===== config.mk =====
export PLATFORM = sky130hd
export DESIGN_NAME = smsw_top
export DESIGN_NICKNAME = d
export VERILOG_FILES = /design/src/smsw_pkg.sv /design/src/smsw_stab_timer.sv /design/src/smsw_clk_switch.sv /design/src/smsw_top.sv
export SDC_FILE = /design/constraint.sdc
export NUM_CORES = 1
export LEC_CHECK = 0
export BUFFER_PORTS_ARGS = -buffer_cell sky130_fd_sc_hd__buf_2
export CAP_MARGIN = 20
export CORE_UTILIZATION = 51
export CTS_CLUSTER_DIAMETER = 60
export DETAILED_ROUTE_END_ITERATION = 7
export HOLD_SLACK_MARGIN = 0.03
export PLACE_DENSITY = 0.8
export SETUP_SLACK_MARGIN = 0.15
export SLEW_MARGIN = 40
export SYNTH_ARGS = -nofsm -noshare
export SYNTH_HDL_FRONTEND = slang
export SYNTH_SLANG_ARGS = --single-unit
export TNS_END_PERCENT = 10

===== constraint.sdc =====
create_clock -name SYS_CLK_I -period 2.4 [get_ports SYS_CLK_I]
set_input_delay 0.36 -clock SYS_CLK_I [delete_from_list [all_inputs] [get_ports SYS_CLK_I]]
set_output_delay 0.36 -clock SYS_CLK_I [all_outputs]
set_load 0.02 [all_outputs]

===== src/smsw_pkg.sv =====
// constants, types and helpers of the subclock mode and stop wakeup block
// assumes a single system clock domain and a 32-bit Avalon-MM register port
`default_nettype none

package smsw_pkg;

   // ************************************************
   // timing
   // ************************************************
   localparam int unsigned SYS_CLK_FREQ_HZ  = 200_000_000;
   localparam int unsigned MAIN_OSC_FREQ_HZ = 4_000_000;
   localparam logic [3:0]  SWITCH_GAP_CYC   = 4'h2;

   // ************************************************
   // register map
   // ************************************************
   localparam logic [3:0] CLK_CTRL_OFS = 4'h0;
   localparam logic [3:0] STAB_SEL_OFS = 4'h4;
   localparam logic [3:0] PCFG_OFS     = 4'h8;
   localparam logic [3:0] STATUS_OFS   = 4'hc;

   localparam int DIV_LSB       = 0;
   localparam int DIV_MSB       = 2;
   localparam int SUBSEL_POS    = 3;
   localparam int MOSC_STOP_POS = 6;
   localparam int STAB_SEL_W    = 3;

   localparam int ST_ON_SUB_POS  = 0;
   localparam int ST_ON_MAIN_POS = 1;
   localparam int ST_STAB_POS    = 2;
   localparam int ST_MOSC_POS    = 3;
   localparam int ST_CPU_POS     = 4;

   localparam logic [2:0] DIV_RST      = 3'h3;
   localparam logic [2:0] STAB_SEL_RST = 3'h2;
   localparam logic [4:0] STAB_EXP_BASE = 5'hd;
   localparam logic [4:0] STAB_SEL_MAX  = 5'h4;

   // ************************************************
   // types
   // ************************************************
   typedef enum logic [1:0] {PS_RUN, PS_STOP, PS_WAKE} smsw_pwr_t;
   typedef enum logic [1:0] {CS_MAIN, CS_TO_SUB, CS_SUB, CS_TO_MAIN} smsw_csw_t;

   // count-clock choices of the peripherals
   typedef struct packed {
      logic       tm16b_watch;
      logic       watch_sub;
      logic [1:0] tm8_ext;
      logic [1:0] tm8_cmp;
      logic       itmr2_sub;
      logic       wdog2_sub;
      logic [1:0] csi_ext;
      logic       async_ext;
      logic       rto_tm8;
      logic       rto_tm8_sel;
   } smsw_pcfg_t;

   // peripheral clock enables
   typedef struct packed {
      logic       tm16a;
      logic       tm16b;
      logic [1:0] tm8;
      logic       itmr2;
      logic       watch;
      logic       wdog2;
      logic [1:0] csi;
      logic       async_port;
      logic       rto;
   } smsw_pen_t;

   localparam int PCFG_W = $bits(smsw_pcfg_t);

   // ************************************************
   // helpers
   // ************************************************
   function automatic logic [31:0] stab_cycles(input logic [2:0] sel, input logic [31:0] per_main);
      logic [4:0] ex;
      ex = STAB_EXP_BASE + ((5'(sel) > STAB_SEL_MAX) ? STAB_SEL_MAX : 5'(sel));
      return per_main << ex;
   endfunction

   function automatic logic [31:0] be_merge(input logic [31:0] old, input logic [31:0] wd,
                                             input logic [3:0] be);
      logic [31:0] r;
      r = old;
      for (int i = 0; i < 4; i++) begin
         if (be[i]) r[8*i +: 8] = wd[8*i +: 8];
      end
      return r;
   endfunction

endpackage

`default_nettype wire


===== src/smsw_stab_timer.sv =====
// oscillation stabilization down-counter
// assumes load and cycle count come from logic on the same clock
`default_nettype none

module smsw_stab_timer import smsw_pkg::*; #(
   parameter logic [31:0] RST_CYCLES = 32'h0000_0010
) (
   // clock and reset
   input  wire logic        clk_i,
   input  wire logic        rst_i,
   input  wire logic        en_i,
   // control
   input  wire logic        load_i,
   input  wire logic [31:0] cycles_i,
   output logic             busy_o
);

   logic [31:0] cnt_q;

   // reset counts as a stop release, so the wait starts at once
   always_ff @(posedge clk_i or posedge rst_i) begin
      if (rst_i) begin
         cnt_q <= RST_CYCLES;
      end else if (en_i) begin
         if (load_i) begin
            cnt_q <= cycles_i;
         end else if (cnt_q != 32'h0) begin
            cnt_q <= cnt_q - 32'h1;
         end
      end
   end

   assign busy_o = (cnt_q != 32'h0);

endmodule // smsw_stab_timer

`default_nettype wire


===== src/smsw_clk_switch.sv =====
// break-before-make selector between main clock and subclock
// assumes the selects drive a clock gate that switches only when its clock is low
`default_nettype none

module smsw_clk_switch import smsw_pkg::*; #(
   parameter logic [3:0] GAP = SWITCH_GAP_CYC
) (
   // clock and reset
   input  wire logic clk_i,
   input  wire logic rst_i,
   input  wire logic en_i,
   // request
   input  wire logic want_sub_i,
   input  wire logic main_ok_i,
   // selects
   output logic      sel_main_o,
   output logic      sel_sub_o
);

   smsw_csw_t  st_q;
   logic [3:0] gap_q;

   // both sources off for a few cycles so no runt pulse reaches the tree
   always_ff @(posedge clk_i or posedge rst_i) begin
      if (rst_i) begin
         st_q  <= CS_MAIN;
         gap_q <= 4'h0;
      end else if (en_i) begin
         unique case (st_q)
            CS_MAIN: begin
               if (want_sub_i) begin
                  st_q  <= CS_TO_SUB;
                  gap_q <= GAP;
               end
            end
            CS_TO_SUB: begin
               if (gap_q == 4'h0) st_q <= CS_SUB;
               else gap_q <= 4'(gap_q - 4'h1);
            end
            CS_SUB: begin
               // never fall back onto a stopped main oscillator
               if (!want_sub_i && main_ok_i) begin
                  st_q  <= CS_TO_MAIN;
                  gap_q <= GAP;
               end
            end
            CS_TO_MAIN: begin
               if (gap_q == 4'h0) st_q <= CS_MAIN;
               else gap_q <= 4'(gap_q - 4'h1);
            end
         endcase
      end
   end

   assign sel_main_o = (st_q == CS_MAIN);
   assign sel_sub_o  = (st_q == CS_SUB);
endmodule // smsw_clk_switch

`default_nettype wire


===== src/smsw_top.sv =====
// subclock mode and stop wakeup clock control, top level
// assumes stop request, wake interrupt and watchdog resets come from logic on SYS_CLK_I
//
// Our own choices: the register offsets and the Avalon-MM slave port.
`default_nettype none

module smsw_top import smsw_pkg::*; #(
   parameter logic [31:0] CYC_PER_MAIN = 32'(SYS_CLK_FREQ_HZ / MAIN_OSC_FREQ_HZ),
   parameter logic [3:0]  SWITCH_GAP   = SWITCH_GAP_CYC
) (
   // clock, reset, enable
   input  wire logic        SYS_CLK_I,
   input  wire logic        RESET_I,
   input  wire logic        CLK_EN_I,
   // avalon-mm slave
   input  wire logic [3:0]  AVS_ADDRESS_I,
   input  wire logic        AVS_READ_I,
   input  wire logic        AVS_WRITE_I,
   input  wire logic [31:0] AVS_WRITEDATA_I,
   input  wire logic [3:0]  AVS_BYTEENABLE_I,
   output logic [31:0]      AVS_READDATA_O,
   output logic             AVS_WAITREQUEST_O,
   // system events
   input  wire logic        WDOG1_RESET_I,
   input  wire logic        WDOG2_RESET_I,
   input  wire logic        STOP_REQ_I,
   input  wire logic        WAKE_IRQ_I,
   // clock control
   output logic             MAIN_OSC_EN_O,
   output logic             SYS_CLK_SEL_MAIN_O,
   output logic             SYS_CLK_SEL_SUB_O,
   output logic             CPU_CLK_EN_O,
   output logic [2:0]       DIVIDER_SEL_O,
   output smsw_pen_t        PERIPH_CLK_EN_O
);

   localparam logic [31:0] RST_STAB = stab_cycles(STAB_SEL_RST, CYC_PER_MAIN);

   smsw_pwr_t   state_q;
   logic [2:0]  div_q;
   logic        subsel_q;
   logic        mosc_q;
   logic [2:0]  stab_sel_q;
   smsw_pcfg_t  pcfg_q;
   logic        ack_q;
   logic [31:0] rdata_q;
   logic [31:0] rd_d;
   logic        acc;
   logic        do_wr;
   logic        sync_rst;
   logic        busy;
   logic        stab_load;
   logic [31:0] stab_len;
   logic        on_main;
   logic        on_sub;
   logic        mosc_en_d;
   logic        mosc_en_q;
   logic        main_run;
   smsw_pen_t   pen_d;
   smsw_pen_t   pen_q;
   logic [7:0]  ctl_img;
   logic [7:0]  stat_img;
   logic [31:0] ctl_w;
   logic [31:0] sel_w;
   logic [31:0] cfg_w;

   assign sync_rst = WDOG1_RESET_I | WDOG2_RESET_I;

   // ************************************************
   // avalon slave
   // ************************************************
   // one wait state on every access; answer comes on the second edge
   assign acc               = AVS_READ_I | AVS_WRITE_I;
   assign AVS_WAITREQUEST_O = acc & ~ack_q;
   assign do_wr             = AVS_WRITE_I & ack_q;
   assign AVS_READDATA_O    = rdata_q;

   always_ff @(posedge SYS_CLK_I or posedge RESET_I) begin
      if (RESET_I) begin
         ack_q <= 1'b0;
      end else if (CLK_EN_I) begin
         ack_q <= acc & ~ack_q;
      end
   end

   always_comb begin
      ctl_img                  = 8'h00;
      ctl_img[DIV_MSB:DIV_LSB] = div_q;
      ctl_img[SUBSEL_POS]      = subsel_q;
      ctl_img[MOSC_STOP_POS]   = mosc_q;
   end

   always_comb begin
      stat_img                 = 8'h00;
      stat_img[ST_ON_SUB_POS]  = on_sub;
      stat_img[ST_ON_MAIN_POS] = on_main;
      stat_img[ST_STAB_POS]    = busy;
      stat_img[ST_MOSC_POS]    = mosc_en_q;
      stat_img[ST_CPU_POS]     = CPU_CLK_EN_O;
   end

   always_comb begin
      unique case (AVS_ADDRESS_I)
         CLK_CTRL_OFS: rd_d = 32'(ctl_img);
         STAB_SEL_OFS: rd_d = 32'(stab_sel_q);
         PCFG_OFS:     rd_d = 32'(pcfg_q);
         STATUS_OFS:   rd_d = 32'(stat_img);
         // unmapped offsets read zero, writes are dropped
         default:      rd_d = 32'h0;
      endcase
   end

   always_ff @(posedge SYS_CLK_I or posedge RESET_I) begin
      if (RESET_I) begin
         rdata_q <= 32'h0;
      end else if (CLK_EN_I && AVS_READ_I && !ack_q) begin
         rdata_q <= rd_d;
      end
   end

   // ************************************************
   // control registers
   // ************************************************
   assign ctl_w = be_merge(32'(ctl_img), AVS_WRITEDATA_I, AVS_BYTEENABLE_I);
   assign sel_w = be_merge(32'(stab_sel_q), AVS_WRITEDATA_I, AVS_BYTEENABLE_I);
   assign cfg_w = be_merge(32'(pcfg_q), AVS_WRITEDATA_I, AVS_BYTEENABLE_I);

   always_ff @(posedge SYS_CLK_I or posedge RESET_I) begin
      if (RESET_I) begin
         div_q      <= DIV_RST;
         subsel_q   <= 1'b0;
         mosc_q     <= 1'b0;
         stab_sel_q <= STAB_SEL_RST;
         pcfg_q     <= '0;
      end else if (CLK_EN_I) begin
         if (sync_rst) begin
            div_q      <= DIV_RST;
            subsel_q   <= 1'b0;
            mosc_q     <= 1'b0;
            stab_sel_q <= STAB_SEL_RST;
            pcfg_q     <= '0;
         end else if (do_wr && AVS_ADDRESS_I == CLK_CTRL_OFS) begin
            div_q    <= ctl_w[DIV_MSB:DIV_LSB];
            subsel_q <= ctl_w[SUBSEL_POS];
            mosc_q   <= ctl_w[MOSC_STOP_POS];
         end else if (do_wr && AVS_ADDRESS_I == STAB_SEL_OFS) begin
            stab_sel_q <= sel_w[STAB_SEL_W-1:0];
         end else if (do_wr && AVS_ADDRESS_I == PCFG_OFS) begin
            pcfg_q <= cfg_w[PCFG_W-1:0];
         end
      end
   end

   assign DIVIDER_SEL_O = div_q;

   // ************************************************
   // stop release and stabilization
   // ************************************************
   assign stab_load = sync_rst | (state_q == PS_STOP && WAKE_IRQ_I);
   // a reset restarts at the reset selection whatever software chose
   assign stab_len  = sync_rst ? RST_STAB : stab_cycles(stab_sel_q, CYC_PER_MAIN);

   smsw_stab_timer #(
      .RST_CYCLES (RST_STAB)
   ) u_stab (
      .clk_i    (SYS_CLK_I),
      .rst_i    (RESET_I),
      .en_i     (CLK_EN_I),
      .load_i   (stab_load),
      .cycles_i (stab_len),
      .busy_o   (busy)
   );

   always_ff @(posedge SYS_CLK_I or posedge RESET_I) begin
      if (RESET_I) begin
         state_q <= PS_WAKE;
      end else if (CLK_EN_I) begin
         if (sync_rst) begin
            state_q <= PS_WAKE;
         end else begin
            unique case (state_q)
               PS_RUN:  if (STOP_REQ_I) state_q <= PS_STOP;
               PS_STOP: if (WAKE_IRQ_I) state_q <= PS_WAKE;
               PS_WAKE: if (!busy) state_q <= PS_RUN;
            endcase
         end
      end
   end

   assign CPU_CLK_EN_O = (state_q == PS_RUN);

   // ************************************************
   // system clock source
   // ************************************************
   smsw_clk_switch #(
      .GAP (SWITCH_GAP)
   ) u_switch (
      .clk_i      (SYS_CLK_I),
      .rst_i      (RESET_I),
      .en_i       (CLK_EN_I),
      .want_sub_i (subsel_q),
      .main_ok_i  (~mosc_q),
      .sel_main_o (on_main),
      .sel_sub_o  (on_sub)
   );

   assign SYS_CLK_SEL_MAIN_O = on_main;
   assign SYS_CLK_SEL_SUB_O  = on_sub;

   // stop bit only bites once the subclock really drives the system
   assign mosc_en_d = ~(mosc_q & on_sub) & (state_q != PS_STOP);

   always_ff @(posedge SYS_CLK_I or posedge RESET_I) begin
      if (RESET_I) begin
         mosc_en_q <= 1'b1;
      end else if (CLK_EN_I) begin
         mosc_en_q <= mosc_en_d;
      end
   end

   assign MAIN_OSC_EN_O = mosc_en_q;

   // ************************************************
   // peripheral clock gating
   // ************************************************
   assign main_run = mosc_en_q & (state_q == PS_RUN);

   always_comb begin
      pen_d.tm16a = main_run;
      pen_d.tm16b = main_run | (pcfg_q.tm16b_watch & pcfg_q.watch_sub);
      pen_d.tm8   = {2{main_run}} | pcfg_q.tm8_ext | (pcfg_q.tm8_cmp & {2{pen_d.tm16b}});
      pen_d.itmr2 = main_run | pcfg_q.itmr2_sub;
      pen_d.watch = main_run | pcfg_q.watch_sub;
      pen_d.wdog2 = main_run | pcfg_q.wdog2_sub;
      pen_d.csi   = {2{main_run}} | pcfg_q.csi_ext;
      pen_d.async_port = main_run | pcfg_q.async_ext;
      pen_d.rto   = main_run | (pcfg_q.rto_tm8 & pcfg_q.tm8_ext[pcfg_q.rto_tm8_sel]);
   end

   always_ff @(posedge SYS_CLK_I or posedge RESET_I) begin
      if (RESET_I) begin
         pen_q <= '0;
      end else if (CLK_EN_I) begin
         pen_q <= pen_d;
      end
   end

   assign PERIPH_CLK_EN_O = pen_q;

   logic [31:0] wake_cnt_q;
   logic [31:0] wake_exp_q;

   always_ff @(posedge SYS_CLK_I or posedge RESET_I) begin
      if (RESET_I) begin
         wake_cnt_q <= 32'h0;
         wake_exp_q <= RST_STAB;
      end else if (CLK_EN_I) begin
         if (stab_load) begin
            wake_cnt_q <= 32'h0;
            wake_exp_q <= stab_len;
         end else if (state_q == PS_WAKE) begin
            wake_cnt_q <= wake_cnt_q + 32'h1;
         end
      end
   end
endmodule // smsw_top

`default_nettype wire


# --- Word level (Yosys, flattened, before mapping) ---
# Index checks and enable logic that the tools add are counted.
classes:
  addsub: 3
  n_lt_le_gt_ge: 2
  eq_ne: 19
  shift: 1
  muxes: 38
  n_bitwise: 23
  reduce_logical: 29
op_table:
  columns: ["op", "count"]
  rows:
  - ["32-bit 2-to-1 mux", 3]
  - ["13-bit 2-to-1 mux", 4]
  - ["13-bit case mux with 4 select lines", 1]
  - ["32-bit nonzero test", 1]
  - ["6-bit by 5-bit << shifter with 32-bit output (first input constant)", 1]
  - ["32-bit by 1-bit subtractor with 32-bit output (second input constant)", 1]
  - ["3-bit 2-to-1 mux", 7]
  - ["2-bit 2-to-1 mux", 8]
  - ["5-bit AND reduction", 3]
  - ["4-bit 2-to-1 mux", 3]
  - ["4-bit case mux with 3 select lines", 1]
  - ["4-bit AND reduction", 3]
  - ["2-bit nonzero test", 6]
  - ["1-bit bitwise OR", 9]
  - ["4-bit equality test (second input constant)", 2]
  - ["4-bit zero test", 2]
  - ["8-bit 2-to-1 mux", 1]
  - ["2-bit by 1-bit != test with 1-bit output (second input constant)", 4]
  - ["2-bit != test (second input constant)", 4]
  - ["2-bit case mux with 4 select lines", 1]
  - ["1-bit AND", 7]
  - ["1-bit logical AND", 7]
  - ["7-bit 2-to-1 mux", 1]
  - ["2-bit equality test (second input constant)", 3]
  - ["other kinds (19)", 32]
totals:
  register_bits: 106
  input_bits: 49
  output_inout_bits: 51
  wordCells: 146

# --- Logic depth before layout (Yosys ltp) ---
depth:
  depth_word: 6
  depth_mapped: 14
  ltp_nobuf: 11

# --- By module ---
# From an unflattened synthesis, not the netlist that was laid out.
unflattened:
  cells_unflattened: 621
  area_unflattened_um2: 5570.3
by_module_without_submodules:
  columns: ["module", "n_inst", "cells_per_inst", "area_per_inst_um2", "seq_area_each_um2"]
  rows:
  - ["smsw_top", 1, 318, 3015.4, 1232.4]
  - ["smsw_stab_timer", 1, 260, 2145.8, 804.5]
  - ["smsw_clk_switch", 1, 43, 409.1, 150.1]

# --- Worst setup path after synthesis ---
# Ideal clock, no wire load.
synth_timing:
  path_type: "reg2reg"
  startpoint: "reg stab_sel_q[2]"
  endpoint: "reg u_stab.cnt_q[21]"
  setup_ps: 125
  arrival_ps: 2383
  required_time_ps: 2275
  setup_slack_ps: -107
  path_stages_with_launch: 12
  path_buffers: 2
  period_less_slack_ps: 2507
  cell_sequence: "dfrtp_1 clkbuf_1 nand2b_1 inv_1 ha_1 inv_1 ha_1 clkbuf_1 o21ai_0 nor3_1 a311o_1 mux2_2"
synth_via:
  elab_chain_len: 6
synth_rtl:
  columns: ["element", "line", "text"]
  rows:
  - ["start, declared", "smsw_top.sv:43", "logic [2:0] stab_sel_q;"]
  - ["start signal, assigned", "smsw_top.sv:147", "stab_sel_q <= sel_w[STAB_SEL_W-1:0];"]
  - ["3-bit greater-than comparator", "smsw_pkg.sv:79", "ex = STAB_EXP_BASE + ((5'(sel) > STAB_SEL_MAX) ? STAB_SEL_MAX : 5'(sel));"]
  - ["3-bit 2-to-1 mux (*)", "smsw_pkg.sv:79", null]
  - ["4-bit by 3-bit adder with 5-bit output (*)", "smsw_pkg.sv:79", null]
  - ["6-bit by 5-bit << shifter with 32-bit output (*)", "smsw_pkg.sv:80", "return per_main << ex;"]
  - ["32-bit 2-to-1 mux (*)", "smsw_top.sv:161", "assign stab_len = sync_rst ? RST_STAB : stab_cycles(stab_sel_q, CYC_PER_MAIN);"]
  - ["32-bit 2-to-1 mux (*)", "smsw_stab_timer.sv:25", "if (load_i) begin"]
  - ["end signal, assigned", "smsw_stab_timer.sv:26", "cnt_q <= cycles_i;"]
  - ["end signal, assigned", "smsw_stab_timer.sv:28", "cnt_q <= cnt_q - 32'h1;"]
  - ["end, declared", "smsw_stab_timer.sv:18", "logic [31:0] cnt_q;"]
# Mark *: on every way between the ends. The rest lies on a longest branch, timed or not.
# A chain may end at the register's enable or synchronous reset.

# --- Worst setup path after layout ---
layout_timing:
  startpoint: "reg u_stab.cnt_q[26]"
  endpoint: "reg u_stab.cnt_q[3]"
layout_via:
  elab_chain_len: 3
layout_rtl:
  columns: ["element", "line", "text"]
  rows:
  - ["32-bit nonzero test", "smsw_stab_timer.sv:27", "end else if (cnt_q != 32'h0) begin"]
  - ["2-bit nonzero test (no source line)", null, null]
  - ["2-bit AND reduction (no source line)", null, null]
# No other way between the ends.

==> metrics.csv <==
metric,value,unit
Sw Share,37.9,%
"Hold-fix buffers, CTS",0,
vias in the first global route,4562,
placeable core area,9820,um2
leakage,0.00272,uW
post-synth top area cell,dfrtp_1,
Fmax,436,MHz
via count,4925,
synthesized flop and latch total,87,
synth cell count leaders,"dfrtp_1 (79), nand2_1 (70), o21ai_0 (47)",
first-pass GRT wire length,23000,um
sw power,1620,uW
Max Cap Violations,0,
Final Cycle Share,95.5,%
Slew @ Worst Pin,0.671,ns
First-pass DRT Iterations,5,
Congestion Overflow GR,0,
H-tree depth,3,
clock buffer count from CTS,9,
Slew Limit Fails,0,
die area,10600,um2
Layout area overhead,18.7,%
Post-synth EDFFs,0,
setup violators final,0,
required time worst endpoint,2.66,ns
maximum clock path buffer count,2,
RSZ-0062 raised after global routing,yes,
Starting Density,52.7,%
Worst setup SP type,register,
R2R Setup Slk,0.11,ns
Fill cells,830,
share of layout cells above drive strength 1,27.1,%
Tmin final,2.29,ns
sequential share of power,41.4,%
clk_lat worst skew,0.38,ns
status,completed,
multiplexer area fraction after synthesis,3.21,%
cells after synthesis,564,
Layout Skew,0.0157,ns
number of cells on the worst reg-to-reg path,5,
Syn Std Cell Area,5180,um2
Hold Crit Class,input pin to async pin,
largest family of logic cells by synthesized area,compound AO/OA/AOI/OAI gates,
Gate power share,31.9,%
Post-Route WL,14300,um
post-route ant nets,0,
Final TNS setup,0,ns
ys async rst share,100,%
critical path arrival,2.55,ns
Worst-path clk slew,0.10,ns
Clk pwr share,26.7,%
drt first-iter violations,478,
TritonCTS Sinks,87,
Adder-Cell Fraction of Synth Area,3.87,%
fin util,62.6,%
most common cell in the netlist,dfrtp_1,
relative slew slack,55.3,%
synth unique cells,72,
input/output buffers,59,
Tot GR Track Use,28.4,%
Synth Area in Simple Gates,19.0,%
largest net degree at the start of global routing,88,
ys flop type,dfrtp_1,
post-synth top area share,38.2,%
CP max-delay cell,or4_4,
Worst Setup Path Type,register to register,
final net count,717,
sequential area share after synthesis,42.2,%
row count,36,
"critical path, cell by cell",or4_4 > nor4_4 > nand4_4 > o21a_4 > a221o_1,
Avg WL per Cell,18.1,um
gp weighted congestion,0.986,
"Cell Count, Final, Fillers Out",790,
CTS tree,built,
Top delay family on crit path,simple AND/OR/NAND/NOR gates,
root buffer cell,clkbuf_8,
Int Pwr,2660,uW
Placed Instances,768,
Crit. path cell count,5,
pwr dens,696,nW/um2
CP Max Fanout,7,
critical path's largest stage delay,0.57,ns
syn_area_per_cell,9.18,um2
post-route DRC violation count,0,
Die X,103,um
Post-Synth XOR/XNOR Area,0,%
Peak supply drop,0.469,mV
antenna violations before repair,0,
io pins,100,
antenna fix cells,0,
Synth Area in Compound Gates,24.8,%
Avg Vias per Cell,6.23,
main area contributors after synthesis,"dfrtp_1 (38%), nand2_1 (5.1%), o21ai_0 (4.5%)",
Synthesis Warnings,0,
CP bufs+invs,0,
dpl hpwl,10000,um
Worst setup EP type,register,
Die Y,103,um
endpoints failing hold,0,
==> logic make-up after synthesis <==
group | Yosys count
buffers and inverters | 70
adders and majority gates | 16
and+or+nand+nor | 197
DFF | 87
other | 1
AOI/OAI and AO/OA | 180
muxes | 13
==> state kept, by name, summed over array words and instances (netlist names) <==
name and cells:
state_q 2, pcfg_q 13, u_switch.gap_q 4, MAIN_OSC_EN_O 1, mosc_q 1, PERIPH_CLK_EN_O 11, DIVIDER_SEL_O 3, u_switch.st_q 2
u_stab.cnt_q 32, ack_q 1, AVS_READDATA_O 13, subsel_q 1, stab_sel_q 3
==> tightest hold or removal path, stage by stage <==
cell	delay [ns]
buf_2	0.11
clkinvlp_4	0.07
buf_12	0.34
==> per-stage QoR <==
| step | setup WS (ns) | hold WS [ns] | power [uW] | instance area [um2] |
|---|---|---|---|---|
| 6_report | 0.107 | 0.0866 | 4280 | 6150 |
| 5_1_grt | 0.0722 | 0.134 | 4490 | 6150 |
| 4_1_cts | 0.123 | 0.126 | 4230 | 6020 |
| 3_5_place_dp | -0.000291 | 0.469 | 3080 | 5780 |
| 3_3_place_gp | 0.0791 | 0.462 | 3030 | 5780 |
| 2_1_floorplan | -0.107 | 0.465 | 2630 | 5250 |
==> repair_timing <==
action / CTS / global route
setup buffers: 0 / 5
gates cloned: 0 / 1
pin swaps: 0 / 5
gates resized for setup: 4 / 28
endpoints found under the setup margin: 17 / 31
==> final timing paths <==
path | startpoint | end
max in group asynchronous | RESET_I | u_stab.cnt_q[16]
min reg2reg | AVS_READDATA_O[5] | AVS_READDATA_O[5]
max | u_stab.cnt_q[26] | u_stab.cnt_q[3]
min in group SYS_CLK_I | AVS_WRITEDATA_I[4] | pcfg_q[4]
min | RESET_I | u_stab.cnt_q[30]
max reg2reg | u_stab.cnt_q[26] | u_stab.cnt_q[3]
==> metal layers <==
metal  up-vias  part of all wire (%)  global-route usage (%)
li1       2249                     -                       -
met1      2389                    43                    37.7
met2       243                    48                    45.9
met3        44                   7.2                    5.83
met4         0                   2.7                    10.8
met5         -                     0                       0
==> power groups by stage <==
stage	clock network (uW)	registers [uW]	logic, uW
CTS	1160	1770	1310
global route	1220	1790	1480
global placement	0	1780	1250
detailed placement	0	1790	1290
finish	1140	1770	1360
floorplan	0	1800	834
==> cell type report <==
class                           instances  area [um2]  area share (%)
Timing Repair Buffer                  108         681            11.1
Clock inverter                          7        96.3            1.57
Multi-Input combinational cell        426        2810            45.7
Clock buffer                            9         124            2.02
Inverter                               20        78.8            1.28
Tap cell                              133         166            2.71
Sequential cell                        87        2190            35.6
==> placed cells by master, fill, tap and decap left out, types with 15 or more instances in the layout <==
master | netlist | final
a21oi_1 | 19 | 17
buf_2 | 2 | 60
ha_1 | 16 | 15
o21ai_0 | 47 | 43
a22o_1 | 19 | 19
nand2_1 | 70 | 67
buf_4 | 19 | 45
conb_1 | 1 | 19
nor2_1 | 44 | 43
inv_1 | 20 | 17
dfrtp_1 | 79 | 77
(Power assumes the default switching activity.)
